`src/core/haptic_rtp_defines.vh`:
```
`ifndef HAPTIC_RTP_DEFINES_VH
`define HAPTIC_RTP_DEFINES_VH

// ==========================================
// Register offsets
`define ADDR_REALTIME_AMPLITUDE   8'h02
`define ADDR_LIBRARY_CONTROL      8'h03

// ==========================================
// Reset values
`define RST_REALTIME_AMPLITUDE    8'h00
`define RST_LIBRARY_SEL           3'h1
`define RST_OUTPUT_FLOAT          1'b0
`define RST_STANDBY               1'b1
`define RST_MODE                  3'h0

// ==========================================
// Field positions
`define LIB_OUTPUT_FLOAT_BIT      4
`define LIB_SEL_MSB               2
`define LIB_SEL_LSB               0

// ==========================================
// Operating modes and library codes
`define MODE_INTERNAL_TRIGGER     3'h0
`define MODE_REALTIME_PLAYBACK    3'h5
`define LIB_EMPTY                 3'h0
`define LIB_LINEAR_RESONANT       3'h6
`define LIB_RESERVED              3'h7

// ==========================================
// Buffering
`define AMP_FIFO_WIDTH            8
`define AMP_FIFO_DEPTH            32
`define AMP_FIFO_AW               5

`endif

```
`src/core/amp_fifo_mem.v`:
```
`timescale 1ns/100ps
`default_nettype none

// ==========================================
// Storage for the amplitude FIFO, registered read
module amp_fifo_mem #(
    parameter WIDTH = 8,
    parameter AW    = 5
) (
    input  wire             sys_clk_i,
    input  wire             wr_en_i,
    input  wire [AW-1:0]    wr_addr_i,
    input  wire [WIDTH-1:0] wr_data_i,
    input  wire [AW-1:0]    rd_addr_i,
    output reg  [WIDTH-1:0] rd_data_o
);

    reg [WIDTH-1:0] mem [0:(1<<AW)-1];

    always @(posedge sys_clk_i) begin
        if (wr_en_i) begin
            mem[wr_addr_i] <= wr_data_i;
        end
        rd_data_o <= mem[rd_addr_i];
    end

endmodule

`default_nettype wire

```
`src/core/amp_fifo.v`:
```
`timescale 1ns/100ps
`default_nettype none

// ==========================================
// Show-ahead FIFO with valid/ready on both sides
module amp_fifo #(
    parameter WIDTH = 8,
    parameter DEPTH = 32,
    parameter AW    = 5
) (
    input  wire             sys_clk_i,
    input  wire             nrst_i,
    input  wire             in_valid_i,
    output wire             in_ready_o,
    input  wire [WIDTH-1:0] in_data_i,
    output wire             out_valid_o,
    input  wire             out_ready_i,
    output wire [WIDTH-1:0] out_data_o,
    output wire             full_o,
    output wire             empty_o
);

    reg  [AW:0]      wr_ptr_q;
    reg  [AW:0]      rd_ptr_q;
    reg              out_valid_q;
    wire [AW:0]      count;
    wire             push;
    wire             pop;
    wire             load;
    wire [AW-1:0]    rd_addr;
    wire [WIDTH-1:0] mem_q;

    assign count       = wr_ptr_q - rd_ptr_q;
    // Held output word keeps its slot until popped
    assign full_o      = (count == (DEPTH[AW:0] - {{AW{1'b0}}, out_valid_q}));
    assign empty_o     = (count == {(AW+1){1'b0}});
    assign in_ready_o  = ~full_o;
    assign push        = in_valid_i & ~full_o;
    assign pop         = out_valid_q & out_ready_i;
    // Reload the output word when it is consumed or absent
    assign load        = ~empty_o & (~out_valid_q | pop);
    // Re-read the held word unless a new one is loaded
    assign rd_addr     = load ? rd_ptr_q[AW-1:0]
                              : (rd_ptr_q[AW-1:0] - {{(AW-1){1'b0}}, 1'b1});
    assign out_valid_o = out_valid_q;
    assign out_data_o  = mem_q;

    amp_fifo_mem #(.WIDTH(WIDTH), .AW(AW)) u_mem (
        .sys_clk_i (sys_clk_i),
        .wr_en_i   (push),
        .wr_addr_i (wr_ptr_q[AW-1:0]),
        .wr_data_i (in_data_i),
        .rd_addr_i (rd_addr),
        .rd_data_o (mem_q)
    );

    always @(posedge sys_clk_i or negedge nrst_i) begin
        if (!nrst_i) begin
            wr_ptr_q    <= {(AW+1){1'b0}};
            rd_ptr_q    <= {(AW+1){1'b0}};
            out_valid_q <= 1'b0;
        end else begin
            if (push) begin
                wr_ptr_q <= wr_ptr_q + 1'b1;
            end
            if (load) begin
                rd_ptr_q    <= rd_ptr_q + 1'b1;
                out_valid_q <= 1'b1;
            end else if (pop) begin
                out_valid_q <= 1'b0;
            end
        end
    end

endmodule

`default_nettype wire

```
`src/core/haptic_rtp_and_library_control.v`:
```
`timescale 1ns/100ps
`default_nettype none
`include "haptic_rtp_defines.vh"

module haptic_rtp_and_library_control (
    input  wire       sys_clk_i,
    input  wire       nrst_i,
    input  wire       hw_enable_i,
    input  wire       reg_wr_i,
    input  wire [7:0] reg_addr_i,
    input  wire [7:0] reg_wdata_i,
    output reg  [7:0] reg_rdata_o,
    input  wire [2:0] mode_i,
    input  wire       standby_i,
    input  wire       amplitude_sign_select_i,
    input  wire       fire_i,
    input  wire       fire_done_i,
    output wire       fire_o,
    output reg  [2:0] active_library_o,
    output wire       library_valid_o,
    output reg  [8:0] drive_level_o,
    output wire       drive_active_o,
    output wire       output_float_o,
    output wire       output_pulldown_o,
    output wire       amp_fifo_full_o,
    input  wire       drive_ready_i
);

    // ==========================================
    // Two-flop input synchroniser for the hw_enable_i pin only
    reg  [1:0] en_sync_q;
    wire       enabled;

    always @(posedge sys_clk_i or negedge nrst_i) begin
        if (!nrst_i) begin
            en_sync_q <= 2'b00;
        end else begin
            en_sync_q <= {en_sync_q[0], hw_enable_i};
        end
    end
    assign enabled = en_sync_q[1];

    // ==========================================
    // Register file
    reg  [7:0] realtime_amplitude_q;
    reg  [2:0] library_sel_q;
    reg        output_float_q;
    wire       wr_amp;
    wire       wr_lib;

    assign wr_amp = reg_wr_i & (reg_addr_i == `ADDR_REALTIME_AMPLITUDE);
    assign wr_lib = reg_wr_i & (reg_addr_i == `ADDR_LIBRARY_CONTROL);

    always @(posedge sys_clk_i or negedge nrst_i) begin
        if (!nrst_i) begin
            realtime_amplitude_q <= `RST_REALTIME_AMPLITUDE;
            library_sel_q        <= `RST_LIBRARY_SEL;
            output_float_q       <= `RST_OUTPUT_FLOAT;
        end else begin
            if (wr_amp) begin
                realtime_amplitude_q <= reg_wdata_i;
            end
            if (wr_lib) begin
                library_sel_q  <= reg_wdata_i[`LIB_SEL_MSB:`LIB_SEL_LSB];
                output_float_q <= reg_wdata_i[`LIB_OUTPUT_FLOAT_BIT];
            end
        end
    end

    always @* begin
        case (reg_addr_i)
            `ADDR_REALTIME_AMPLITUDE: reg_rdata_o = realtime_amplitude_q;
            `ADDR_LIBRARY_CONTROL:    reg_rdata_o = {3'h0, output_float_q, 1'b0, library_sel_q};
            default:                  reg_rdata_o = 8'h00;
        endcase
    end

    // ==========================================
    // Mode decode
    wire realtime_playback_mode;
    wire device_ready;

    assign device_ready = enabled & ~standby_i;
    assign realtime_playback_mode     = (mode_i == `MODE_REALTIME_PLAYBACK) & device_ready;

    // ==========================================
    // Amplitude stream buffer: amplitude writes are queued while in playback, dropped when full
    wire       fifo_in_valid;
    wire       fifo_in_ready;
    wire       fifo_out_valid;
    wire [7:0] fifo_out_data;
    wire       fifo_pop;

    assign fifo_in_valid   = wr_amp & realtime_playback_mode;
    assign fifo_pop        = drive_ready_i | ~realtime_playback_mode;
    assign amp_fifo_full_o = ~fifo_in_ready;

    amp_fifo #(
        .WIDTH(`AMP_FIFO_WIDTH),
        .DEPTH(`AMP_FIFO_DEPTH),
        .AW   (`AMP_FIFO_AW)
    ) u_amp_fifo (
        .sys_clk_i   (sys_clk_i),
        .nrst_i      (nrst_i),
        .in_valid_i  (fifo_in_valid),
        .in_ready_o  (fifo_in_ready),
        .in_data_i   (reg_wdata_i),
        .out_valid_o (fifo_out_valid),
        .out_ready_i (fifo_pop),
        .out_data_o  (fifo_out_data),
        .full_o      (),
        .empty_o     ()
    );

    // ==========================================
    // Drive level: signed or unsigned to 9-bit signed
    reg  [7:0] amp_cur_q;
    wire [8:0] amp_ext;

    always @(posedge sys_clk_i or negedge nrst_i) begin
        if (!nrst_i) begin
            amp_cur_q <= `RST_REALTIME_AMPLITUDE;
        end else if (fifo_out_valid & fifo_pop & realtime_playback_mode) begin
            amp_cur_q <= fifo_out_data;
        end
    end

    assign amp_ext = amplitude_sign_select_i ? {1'b0, amp_cur_q}
                                             : {amp_cur_q[7], amp_cur_q};

    always @(posedge sys_clk_i or negedge nrst_i) begin
        if (!nrst_i) begin
            drive_level_o <= 9'h000;
        end else if (realtime_playback_mode) begin
            drive_level_o <= amp_ext;
        end else begin
            drive_level_o <= 9'h000;
        end
    end

    // ==========================================
    // Fire handling and library latch
    localparam [2:0] ST_IDLE = 3'b001;
    localparam [2:0] ST_PLAY = 3'b010;
    localparam [2:0] ST_DONE = 3'b100;
    reg [2:0] state_q;
    reg [2:0] state_d;

    always @* begin
        case (state_q)
            ST_IDLE: state_d = (fire_i & device_ready & ~realtime_playback_mode) ? ST_PLAY : ST_IDLE;
            ST_PLAY: begin
                if (!fire_i || !device_ready) begin
                    state_d = ST_IDLE;
                end else if (fire_done_i) begin
                    state_d = ST_DONE;
                end else begin
                    state_d = ST_PLAY;
                end
            end
            ST_DONE: state_d = fire_i ? ST_DONE : ST_IDLE;
            default: state_d = ST_IDLE;
        endcase
    end

    always @(posedge sys_clk_i or negedge nrst_i) begin
        if (!nrst_i) begin
            state_q          <= ST_IDLE;
            active_library_o <= `LIB_EMPTY;
        end else begin
            state_q <= state_d;
            if (state_q == ST_IDLE && state_d == ST_PLAY) begin
                active_library_o <= library_sel_q;
            end
        end
    end

    // Fire stays set while playing, cleared by hardware when done
    assign fire_o          = (state_q == ST_PLAY);
    assign library_valid_o = (active_library_o != `LIB_EMPTY)
                           & (active_library_o != `LIB_RESERVED);

    // ==========================================
    // Output stage control, combinational so float acts at once
    assign output_float_o    = output_float_q & device_ready;
    assign output_pulldown_o = ~device_ready;
    assign drive_active_o    = device_ready & ~output_float_q
                             & (realtime_playback_mode | fire_o);

endmodule

`default_nettype wire

```
`config.mk`:
```
export PLATFORM = sky130hd
export DESIGN_NAME = haptic_rtp_and_library_control
export DESIGN_NICKNAME = d
export VERILOG_FILES = /design/src/core/amp_fifo_mem.v /design/src/core/amp_fifo.v /design/src/core/haptic_rtp_and_library_control.v
export VERILOG_INCLUDE_DIRS = /design/src /design/src/core
export SDC_FILE = /design/constraint.sdc
export NUM_CORES = 1
export LEC_CHECK = 0
export ABC_AREA = 1
export BUFFER_PORTS_ARGS = -buffer_cell sky130_fd_sc_hd__buf_2
export CAP_MARGIN = 30
export CORE_MARGIN = 5
export CORE_UTILIZATION = 57
export CTS_CLUSTER_DIAMETER = 50
export CTS_CLUSTER_SIZE = 12
export DETAILED_ROUTE_END_ITERATION = 10
export PLACE_DENSITY_LB_ADDON = 0.25
export SLEW_MARGIN = 0
export SYNTH_ARGS = -nofsm -noshare
export SYNTH_HDL_FRONTEND = slang
export SYNTH_SLANG_ARGS = --single-unit
export TNS_END_PERCENT = 10
```
`constraint.sdc`:
```
create_clock -name sys_clk_i -period 5.4 [get_ports sys_clk_i]
set_input_delay 0.81 -clock sys_clk_i [delete_from_list [all_inputs] [get_ports sys_clk_i]]
set_output_delay 0.81 -clock sys_clk_i [all_outputs]
set_load 0.005 [all_outputs]
```
Word-level counts from Yosys, hierarchy flattened

Memories as Yosys holds them, arrays and structs flattened. A register that Yosys moved wholly into a read port is not among the register bits.
Index checks and enable logic that the tools add are counted.
Widths: inputs -> output; s select.

Input bits: 28
Memories kept: 1
Register bits after elaboration: 50
Logic and storage cells: 71
Bits in writable memories: 256
Output and inout port bits: 26

Add/sub/neg operators: 5
Bitwise operators: 25
Multiplexer cells: 13
Reductions and logical operators: 7
Eq/ne operators: 9

Memory list:

| memory               | depth | bits a word | read ports | clocked after memory_dff | wr ports | line              | source |
|---|---|---|---|---|---|---|---|
| u_amp_fifo.u_mem.mem | 32    | 8           | 1          | 1                        | 1        | amp_fifo_mem.v:18 | `reg [WIDTH-1:0] mem [0:(1<<AW)-1];` |

Operators by type and width:

| cell                | number |
|---|---|
| $mux 9              | 2 |
| $eq 8x2->1 const B  | 2 |
| $pmux 8 s2          | 1 |
| $and 1x1->1         | 15 |
| $add 6x1->6 const B | 2 |
| $mux 3              | 3 |
| $pmux 3 s3          | 1 |
| $not 1->1           | 7 |
| $eq 3x2->1 const B  | 2 |
| $eq 3x3->1 const B  | 2 |
| $eq 6x6->1          | 1 |
| $logic_not 6->1     | 1 |
| $sub 6x1->6 const A | 1 |
| $sub 6x6->6         | 1 |
| $mux 5              | 1 |
| $sub 5x1->5 const B | 1 |
| $mux 1              | 4 |
| $eq 3x1->1 const B  | 1 |
| $ne 3x3->1 const B  | 1 |
| $or 1x1->1          | 3 |
| $reduce_bool 3->1   | 1 |
| $logic_not 1->1     | 2 |
| $mux 2              | 1 |
| $reduce_bool 2->1   | 1 |
| other kinds (2)     | 2 |

Logic depth before layout (Yosys ltp)

Gate-level depths: netlist of run 1.

Depth in word-level cells: 9
Gate-level depth with buffers: 23
Mapped depth without buffers: 21

Modules after synthesis

A second synthesis of run 1 with hierarchy kept.

Cells, all modules: 1307
Area, all modules: 13743.2 um^2

By module, submodules not included:

| module                         | area each (um^2) | cells an instance | instances | seq. area each (um^2) |
|---|---|---|---|---|
| amp_fifo_mem                   | 10786.6          | 922               | 1         | 7847.5 |
| haptic_rtp_and_library_control | 1785.5           | 220               | 1         | 928.4 |
| amp_fifo                       | 1171.1           | 165               | 1         | 325.3 |

Worst setup path before layout of run 1

OpenSTA, ideal clock, no wires.

Path kind: input to register
From: input reg_addr_i[2]
To: memory u_amp_fifo.u_mem.mem[31][0], enable pin
Buffers on the path: 0
Data arrival time: 2831 ps
Path slack: 2185 ps
Stages: 9
Data required time: 5017 ps
Library setup time: 383 ps
Cells stage by stage: nor2_1 > nand3_1 > nor4_4 > nand2_1 > nor2_1 > nand3_1 > nor2_1 > inv_1 > nor3_1

Longest elaborated chain between the ends: 6

Ends and longest elaborated chain:

| what                         | line                                | source |
|---|---|---|
| start: declaration           | haptic_rtp_and_library_control.v:10 | `input wire [7:0] reg_addr_i,` |
| $eq 8x2->1                   | --                                  |  |
| $and 1x1->1                  | haptic_rtp_and_library_control.v:51 | `` assign wr_amp = reg_wr_i & (reg_addr_i == `ADDR_REALTIME_AMPLITUDE); `` |
| $and 1x1->1                  | haptic_rtp_and_library_control.v:94 | `assign fifo_in_valid = wr_amp & realtime_playback_mode;` |
| $and 1x1->1                  | amp_fifo.v:38                       | `assign push = in_valid_i & ~full_o;` |
| $mux 1                       | amp_fifo_mem.v:21                   | `if (wr_en_i) begin` |
| $mux 1 (not written as such) | amp_fifo_mem.v:22                   | `mem[wr_addr_i] <= wr_data_i;` |
| end: declaration             | amp_fifo_mem.v:18                   |  |

No other way between the ends.

Final worst setup path of run 1

From: register u_amp_fifo.wr_ptr_q[0]
To: register u_amp_fifo.u_mem.rd_data_o[0], read port of u_amp_fifo.u_mem.mem

Longest elaborated chain between the ends: 5

Ends and longest elaborated chain:

| what                     | line              | source |
|---|---|---|
| start: declaration       | amp_fifo.v:23     | `reg [AW:0] wr_ptr_q;` |
| start signal: assignment | amp_fifo.v:59     | `wr_ptr_q <= {(AW+1){1'b0}};` |
| start signal: assignment | amp_fifo.v:64     | `wr_ptr_q <= wr_ptr_q + 1'b1;` |
| $sub 6x6->6              | amp_fifo.v:33     | `assign count = wr_ptr_q - rd_ptr_q;` |
| $logic_not 6->1          | amp_fifo.v:36     | `assign empty_o = (count == {(AW+1){1'b0}});` |
| $not 1->1                | amp_fifo.v:41     | `assign load = ~empty_o & (~out_valid_q \| pop);` |
| $and 1x1->1              | amp_fifo.v:41     |  |
| $mux 5                   | amp_fifo.v:43     | `assign rd_addr = load ? rd_ptr_q[AW-1:0]` |
| end: declaration         | amp_fifo_mem.v:15 | `output reg [WIDTH-1:0] rd_data_o` |

No other way between the ends.
A chain may end at the register's enable or synchronous reset.

==> flow_summary.yaml, run 1 <==
power:
  leakagePower_nw: 7.17
  p_switching_mw: 2.81
  p_int_mw: 4.85
  p_comb_share_pct: 33.4
  ir_drop_v: 0.000336
  power.density_nw_per_um2: 483
  seqPwrFrac_pct: 36.8
  switching_share_pct: 36.7
  clkPwrFrac_pct: 29.9
clocking:
  cts_buffers: 35
  cts_buffer_depth: 3
  postCtsSetupBuffers: 0
  clkSinkCount: 314
  postCtsHoldBufs: 0
  htreeDepth: 2
  clk_latency_ns: 0.51
  ctsResizeCount: 0
  path_clk_slew_ns: 0.06
  cts_tree: "yes"
  cts_root_buf: "clkbuf_16"
floorplanning:
  core_um2: 25000
  initial_core_util_pct: 57.3
  fp.dieH_um: 168
  num_rows: 58
  dieArea_um2: 28400
  die_width_um: 168
  pin_count: 54
setup_path:
  arrival_ns: 4.57
  timing.critical_path.required_ns: 5.80
  startpoint: "u_amp_fifo.wr_ptr_q[0]"
  critPathCapture: "u_amp_fifo.u_mem.rd_data_o[0]"
  path_class: "reg -> reg"
  crit_fanout: 52
  ff2ff_setup_slack_ns: 1.23
  worstReg2RegEnd: "u_amp_fifo.u_mem.rd_data_o[0]"
  start_kind: "flip-flop"
  r2r-start: "u_amp_fifo.wr_ptr_q[0]"
  reg2reg_depth: 21
  endpoint_kind: "flip-flop"
finish:
  stdcell_area_um2: 15800
  final_layout_size_suffix_gt1_share_pct: 8.77
  regArea_um2: 9100
  layout.nets: 1539
  multi_input_area_um2: 3660
  final_common_cell: "inv_1"
  area_delta_synth_final_pct: 10.7
  antenna_cells: 0
  fin_util_pct: 63.5
  mostFrequentLayoutCells: "319 x inv_1, 308 x nand3_1, 293 x nand2_1"
  nFillCells: 1980
placement:
  routabilityCongestion: 0.853
  place_area_um2: 14800
  portBuffers: 53
  hpwl_um: 20500
logic_synthesis:
  synthTopCellsByArea: "edfxtp_1 54%, nand3_1 11%, dfrtp_1 8.4%, inv_1 8.4%, nand2_1 7.7%"
  seq_area_frac_synth_pct: 63.6
  avgSynthCellArea_um2: 9.84
  yosys.area.top_type: "edfxtp_1"
  syn_inst: 1455
  synth_cell_types: 40
  yosys_warnings: 0
  ys_seq_elements: 314
  synth_fp_nets: 1495
  yosysTopAreaCellShare_pct: 53.7
  syn_area_um2: 14300
routing:
  drc_errors: 0
  drt_iter0_drc: 1044
  wl_per_cell_um: 18.3
  avgViaCountPerCell: 5.40
  drtPass1Iterations: 7
  wl_um: 33700
  num_vias: 9971
  ant_nets: 0
timing:
  fin_crit_sh_pct: 77.3
  setup-tns-final_ns: 0
  slew_headroom_pct: 35.4
  final-hold-violation-count: 0
  worst_pin_slew_ns: 0.965
  min_period_ns: 4.17
  setup_viol: 0
  clock_skew_ns: 0.0144
  maxSlewViolCount: 0
  rsz0062_at_grt: "no"
  fmax_ghz: 0.240
global_route:
  grt_antenna_before_repair: 0
  grt_start_max_net_pins: 64
  grt_pass1_wl_um: 53200
  grt-ovfl-total: 0
  grt_pass1_vias: 9578
  track_usage_pct: 23.9
min_path:
  hp-class: "in -> async"
status:
  status: "finished clean"
flow_run:
  max-cap-violations: 0
==> Yosys cell counts, drive strengths merged <==
master and count:
inv 322, nand3 309, nand2 302, edfxtp 256, nor2 65, dfrtp 48
buf 44, o21ai 30, a21oi 14, clkbuf 12, ha 11, xor2 11
dfxtp 8, nor3 6, nand4 3, nor4 3, dfstp 2, xnor2 2
a211o 1, a22oi 1, a32o 1, fa 1, o311ai 1, or2 1
or4 1
==> flip-flops by register name (all words and copies together), names as in the netlist <==
register,cells
u_amp_fifo.u_mem.mem,256
drive_level_o,9
amp_cur_q,8
realtime_amplitude_q,8
u_amp_fifo.u_mem.rd_data_o,8
u_amp_fifo.rd_ptr_q,6
u_amp_fifo.wr_ptr_q,6
active_library_o,3
library_sel_q,3
state_q,3
en_sync_q,2
output_float_q,1
u_amp_fifo.out_valid_o,1
==> how the worst min path moves through the flow <==
stage / startpoint / to / slack (ns) / cells past startpoint
after floorplan: en_sync_q[0] / en_sync_q[1] / 0.33 / 0
after global placement: en_sync_q[0] / en_sync_q[1] / 0.33 / 0
after detailed placement: en_sync_q[0] / en_sync_q[1] / 0.35 / 0
after CTS: nrst_i / amp_cur_q[7] / 0.20 / 1
after global routing: nrst_i / amp_cur_q[7] / 0.23 / 1
final: nrst_i / amp_cur_q[7] / 0.21 / 1
==> layer usage <==
layer / track usage [%] / up-vias / share of wire, %
met5: 0 / - / 0
met4: 7.90 / 0 / 3.2
li1: - / 4772 / -
met1: 33.4 / 4682 / 41
met3: 4.65 / 73 / 8.9
met2: 38.3 / 444 / 47
==> power groups by stage <==
stage          clock (mW)  sequential (mW)  combinational (mW)
6_report             2.29             2.81                2.55
2_1_floorplan           0             2.82                1.90
4_1_cts              2.31             2.81                2.53
3_5_place_dp            0             2.86                2.50
5_1_grt              2.41             2.82                2.82
3_3_place_gp            0             2.86                2.45
==> cells by family (layout without fill, tap and decap cells) <==
family,count (synthesis),in the layout,synth area share (%)
buffers and inverters,378,440,10.9
and+or+nand+nor,690,690,21.5
DFF,314,314,63.6
xor gates and xnor gates,13,13,0.979
AOI/OAI and AO/OA,48,48,1.94
adders and majority gates,12,12,1.10
==> worst max-delay path, cell delays in order, from the launching register on <==
cell and delay, ns:
dfrtp_1 0.41, inv_1 0.13, ha_1 0.21, inv_1 0.10, fa_1 0.43, inv_1 0.08
nand2_1 0.05, nor2_1 0.09, nand3_1 0.10, nor2_2 0.15, nand2_4 0.09, nand2_4 0.19
nand2_2 0.25, nand2_2 0.66, buf_12 0.32, nand2_1 0.09, nand3_1 0.10, nand3_1 0.09
nand3_1 0.12, nand2_1 0.10, nand2_1 0.14, nand2_1 0.08
==> layout make-up <==
cell class                      instances  area share (%)
Multi-Input combinational cell        763            23.1
Tap cell                              330            2.61
Sequential cell                       314            57.4
Clock inverter                          9           0.632
Inverter                              322            7.63
Timing Repair Buffer                   63            2.37
Clock buffer                           46            6.25
==> per-stage QoR <==
step,std cells,hold WS [ns],power [mW],setup slack [ns]
2_1_floorplan,1455,0.331,4.71,2.19
3_3_place_gp,1790,0.335,5.31,1.14
3_5_place_dp,1792,0.350,5.36,1.26
4_1_cts,1847,0.204,7.65,1.32
5_1_grt,1847,0.228,8.05,0.994
6_report,1847,0.209,7.66,1.23
Power figures use the tool's default switching activity.
==> run 2, diff against run 1 <==
CORE_UTILIZATION = 56   (was 57)
clock period = 3.5 ns   (was 5.4 ns; I/O delays follow)
==> flow_summary.yaml, run 2 (same netlist as run 1, synthesis figures left out) <==
status:
  status: "finished clean"
routing:
  ant_nets: 0
  num_vias: 10100
  drtPass1Iterations: 6
  wl_um: 33900
  wl_per_cell_um: 18.2
  drc_errors: 0
  avgViaCountPerCell: 5.42
  drt_iter0_drc: 1168
setup_path:
  cp_common_cell: "nand2_1"
  worstPathCellList: "inv_2 > ha_1 > inv_1 > fa_1 > nand3_1 > nand2_1 > nand2_1 > nand2_1 > a21oi_1 > a211o_1 > nand3_1 > nor2_1 > clkinvlp_4 > buf_4 > nor3_1 > buf_4"
  start_kind: "flip-flop"
  endpoint_kind: "flip-flop"
  timing.critical_path.required_ns: 3.71
  crit_fanout: 8
  arrival_ns: 3.51
  cp_slowest_cell: "dfrtp_1"
  crit_buf_inv: 5
  path_class: "reg -> reg"
  cpPeakStageDelay_ns: 0.43
  cp_top_family: "simple AND/OR/NAND/NOR gates"
power:
  ir_drop_v: 0.000587
  leakagePower_nw: 7.28
  power.density_nw_per_um2: 733
timing:
  rsz0062_at_grt: "yes"
  whs_ns: 0.130
  fin_crit_sh_pct: 94.3
  min_period_ns: 3.30
  final.setup.worst_slack_ns: 0.199
  maxSlewViolCount: 0
  setup-tns-final_ns: 0
  clock_skew_ns: 0.0272
  worst_pin_slew_ns: 0.936
  final-hold-violation-count: 0
  fmax_ghz: 0.303
  slew_headroom_pct: 37.6
  setup_viol: 0
global_route:
  grt_start_max_net_pins: 77
  grt-ovfl-total: 0
  track_usage_pct: 23.4
  grt_pass1_vias: 9682
  grt_antenna_before_repair: 0
  grt_pass1_wl_um: 52500
min_path:
  hp-class: "in -> reg"
finish:
  layout.nets: 1562
  largest_register: "u_amp_fifo.u_mem.mem"
  largest_reg_flops: 256
  largestRegisters: "u_amp_fifo.u_mem.mem: 256 flops, drive_level_o: 9 flops"
  final_layout_size_suffix_gt1_share_pct: 11.5
  area_delta_synth_final_pct: 12.7
  antenna_cells: 0
  final_common_cell: "inv_1"
  stdcell_area_um2: 16100
  mostFrequentLayoutCells: "317 x inv_1, 308 x nand3_1, 293 x nand2_1"
  final_cells: 1867
clocking:
  clkSinkCount: 314
  clk_latency_ns: 0.53
  cts_root_buf: "clkbuf_16"
  cts_buffer_depth: 3
  path_clk_slew_ns: 0.06
  htreeDepth: 2
  cts_buffers: 34
  cts_tree: "yes"
  postCtsHoldBufs: 0
floorplanning:
  fp.dieH_um: 170
  num_rows: 58
  core_um2: 25200
  die_width_um: 170
  initial_core_util_pct: 56.9
  dieArea_um2: 28900
  pin_count: 54
placement:
  place_area_um2: 15000
  portBuffers: 53
  hpwl_um: 21000
  routabilityCongestion: 0.978
  dp_cells: 1814
  place_ws_ns: 0.0201
flow_run:
  max-cap-violations: 0
-- run 2: cell count changes in the layout (fill, tap and decap cells not counted), sizes merged --
cell / delta
clkbuf: -4
inv: +1
clkinv: -1
clkinvlp: +2
buf: +24
bufinv: -2
-- run 2: cell type report --
cell class                      instances  area, um^2
Timing Repair Buffer                   87         671
Tap cell                              330         413
Sequential cell                       314        9100
Multi-Input combinational cell        763        3740
Fill cell                            2004        9050
Inverter                              322        1210
Clock inverter                          9        71.3
Clock buffer                           42         922
-- run 2: worst paths after layout --
kind,from,endpoint,slack [ns],cells past startpoint
max in group asynchronous,nrst_i,u_amp_fifo.wr_ptr_q[2],2.65,2
worst max-delay path,u_amp_fifo.wr_ptr_q[0],u_amp_fifo.u_mem.mem[31][2],0.20,16
worst min register to register,en_sync_q[0],en_sync_q[1],0.36,0
worst min-delay path,hw_enable_i,en_sync_q[0],0.13,1
worst max register to register,u_amp_fifo.wr_ptr_q[0],u_amp_fifo.u_mem.mem[31][2],0.20,16
min in group asynchronous,nrst_i,amp_cur_q[3],0.15,1
-- run 2: per-layer routing --
metal	share of wire (%)	vias to the layer above	GRT usage (%)
met2	45	518	36.5
li1	-	4801	-
met5	0	-	0
met1	42	4720	33.6
met4	3.4	0	8.54
met3	9.7	87	4.11
-- run 2: worst reg2reg max path, delay by kind of cell (launching register included) --
kind	cells	cell delay, ns
and+or+nand+nor	7	0.95
buffers and inverters	5	0.76
adders and majority gates	2	0.56
DFF	1	0.43
AOI/OAI and AO/OA	2	0.30
-- run 2: timing repair --
action / 4_1_cts / 5_1_grt
buffers inserted: 0 / 2
resized for setup: 1 / 27
setup endpoints to repair: 8 / 256
-- run 2: through the flow --
step | util, % | power (mW)
floorplan | - | 7.27
global placement | 59.7 | 8.49
detailed placement | 59.7 | 8.53
CTS | 63.7 | 11.8
global route | 64.1 | 12.5
finish | 64.1 | 11.8
-- run 2: where the power goes --
part / total [mW] / switching, mW / leakage (nW) / internal (mW)
clock network: 3.25 / 1.39 / 0.486 / 1.87
logic: 4.27 / 2.87 / 3.82 / 1.40
registers: 4.30 / 0.0969 / 2.97 / 4.20
==> run 3, diff against run 2 <==
ABC_AREA = not set   (was 1)
==> flow_summary.yaml, run 3 <==
status:
  status: "finished with violations"
  violations: "setup timing"
routing:
  num_vias: 9442
  avgViaCountPerCell: 6.48
  wl_um: 35100
  drtPass1Iterations: 5
  drc_errors: 0
  drt_iter0_drc: 961
  ant_nets: 0
  wl_per_cell_um: 24.1
setup_path:
  cpPeakStageDelay_ns: 0.43
  r2r-start: "u_amp_fifo.wr_ptr_q[0]"
  timing.critical_path.required_ns: 3.88
  start_kind: "flip-flop"
  endpoint_kind: "flip-flop"
  arrival_ns: 4.00
  crit_fanout: 8
  crit_buf_inv: 5
  cp_slowest_cell: "or3_4"
  startpoint: "u_amp_fifo.wr_ptr_q[0]"
  path_class: "reg -> reg"
  cp_top_family: "compound AO/OA/AOI/OAI gates"
  worstPathCellList: "inv_2 > ha_4 > inv_2 > fa_2 > a21o_1 > a21oi_2 > xnor2_2 > or3_4 > o21ai_4 > buf_6 > buf_4 > a21boi_4 > nand2_2 > o22ai_1 > buf_4 > a311oi_4 > nor3_4"
finish:
  mostFrequentLayoutCells: "256 x edfxtp_1, 119 x mux2i_1, 74 x buf_4"
  nFillCells: 1662
  antenna_cells: 0
  largest_register: "u_amp_fifo.u_mem.mem"
  final_cells: 1458
  largest_reg_flops: 256
  area_delta_synth_final_pct: 21.1
  layout.nets: 1158
  largestRegisters: "u_amp_fifo.u_mem.mem: 256 flops, drive_level_o: 9 flops"
  final_common_cell: "edfxtp_1"
  final_layout_size_suffix_gt1_share_pct: 30.3
floorplanning:
  dieArea_um2: 28200
  pin_count: 54
  fp.dieH_um: 168
  die_width_um: 168
  initial_core_util_pct: 57.2
  num_rows: 57
  core_um2: 24500
clocking:
  path_clk_slew_ns: 0.06
  cts_buffers: 34
  clk_latency_ns: 0.51
  cts_buffer_depth: 3
  htreeDepth: 2
  cts_tree: "yes"
  postCtsHoldBufs: 0
  clkSinkCount: 314
  cts_root_buf: "clkbuf_16"
global_route:
  grt_pass1_wl_um: 52100
  grt_pass1_vias: 9110
  track_usage_pct: 23.8
  grt_start_max_net_pins: 75
  grt_antenna_before_repair: 0
  grt-ovfl-total: 0
logic_synthesis:
  syn_area_um2: 14000
  syn_inst: 995
  ys_async_sr_fraction_pct: 15.9
  yosys.area.top_type: "edfxtp_1"
  yosys_warnings: 0
  avgSynthCellArea_um2: 14.1
  synthMostInstantiatedCell: "edfxtp_1"
  seq_area_frac_synth_pct: 65.1
  synth_cell_types: 69
  synth_fp_nets: 1035
  synth_edf_count: 256
  synth_flop_cell: "edfxtp_1"
  synthTopCellsByArea: "edfxtp_1 55%, mux2i_1 9.0%, dfrtp_1 8.6%, a221oi_1 4.5%, o22ai_1 2.6%"
  ys_top_cells_by_count: "256 x edfxtp_1, 126 x mux2i_1, 75 x nor2_1"
  ys_seq_elements: 314
  yosysTopAreaCellShare_pct: 55.0
power:
  ir_drop_v: 0.000492
  leakagePower_nw: 6.37
  finalPower_mw: 13.0
  power.density_nw_per_um2: 765
placement:
  routabilityCongestion: 0.908
  dp_cells: 1390
  portBuffers: 53
  hpwl_um: 21800
timing:
  setup_viol: 9
  final-hold-violation-count: 0
  min_period_ns: 3.61
  rsz0062_at_grt: "yes"
  setup-tns-final_ns: -0.670
  final.setup.worst_slack_ns: -0.112
  clock_skew_ns: 0.0143
  maxSlewViolCount: 0
  whs_ns: 0.117
  worst_pin_slew_ns: 0.823
  fmax_ghz: 0.277
  slew_headroom_pct: 45.2
  fin_crit_sh_pct: 103
flow_run:
  max-cap-violations: 0
min_path:
  hp-class: "in -> async"
[run 3: cell count changes after synthesis, sizes merged, moves of 11 or more]
cell	previous run	this run
inv	322	14
nand3	309	9
nand2	302	43
mux2i	0	126
a221oi	0	72
o22ai	0	59
clkbuf	12	41
buf	44	18
mux2	0	23
and3	0	16
a2111oi	0	15
and2	0	14
xnor2	2	14
nor2	65	76
[run 3: cell type report]
| class | instances | area (um^2) | area share [%] |
|---|---|---|---|
| clock inverters | 8 | 73.8 | 0.436 |
| clock buffers | 44 | 930 | 5.49 |
| repair buffers | 146 | 1170 | 6.89 |
| flip-flops and latches | 314 | 9100 | 53.8 |
| well taps | 324 | 405 | 2.39 |
| multi-input cells | 608 | 5200 | 30.7 |
| inverters | 14 | 52.6 | 0.310 |
[run 3: through the flow]
step | setup WS (ns) | utilization [%] | area (um^2)
2_1_floorplan | 0.0642 | - | 14100
3_3_place_gp | -0.233 | 62.3 | 15200
3_5_place_dp | -0.267 | 62.3 | 15200
4_1_cts | -0.0447 | 67.3 | 16500
5_1_grt | -0.234 | 69.2 | 16900
6_report | -0.112 | 69.2 | 16900
[run 3: path summary, 6_finish.rpt]
check,to,slack [ns],cells after the start
worst min-delay path,library_sel_q[2],0.12,1
max in group asynchronous,u_amp_fifo.out_valid_o,2.65,2
min in group sys_clk_i,en_sync_q[0],0.13,1
worst max register to register,u_amp_fifo.u_mem.rd_data_o[2],-0.11,17
worst min register to register,en_sync_q[1],0.35,0
worst max-delay path,u_amp_fifo.u_mem.rd_data_o[2],-0.11,17
[run 3: metal layers]
| layer | GRT usage (%) | vias up | share of wire (%) |
|---|---|---|---|
| li1 | - | 4197 | - |
| met1 | 33.7 | 4703 | 42 |
| met2 | 37.4 | 463 | 47 |
| met3 | 4.57 | 79 | 7.9 |
| met4 | 7.90 | 0 | 3.1 |
| met5 | 0 | - | 0 |
[run 3: cells by family after synthesis]
group | synth area share, %
adder cells (fa/ha/maj) | 1.13
flip-flops | 65.1
buffers and inverters | 2.18
multiplexers | 11.0
AND/OR/NAND/NOR | 6.87
AO/OA/AOI/OAI | 12.6
XOR/XNOR | 1.17
[run 3: worst register-to-register path, delay by kind of cell, from the launching register on]
kind	cells	cell delay (ns)
flip-flops	1	0.39
AND/OR/NAND/NOR	3	0.74
XOR/XNOR	1	0.13
adder cells (fa/ha/maj)	2	0.53
AO/OA/AOI/OAI	6	1.18
buffers and inverters	5	0.54
[run 3: report_power, final]
part | internal (mW) | switching, mW
combinational | 2.33 | 3.04
sequential | 4.20 | 0.0897
clock | 1.93 | 1.36
total | 8.46 | 4.49
[run 3: what timing repair did]
| action | in CTS | in global routing |
|---|---|---|
| gates resized for setup | 52 | 68 |
| gates cloned | 1 | 3 |
| buffers inserted | 3 | 9 |
| endpoints found under the setup margin | 198 | 257 |
| pin swaps | 9 | 23 |
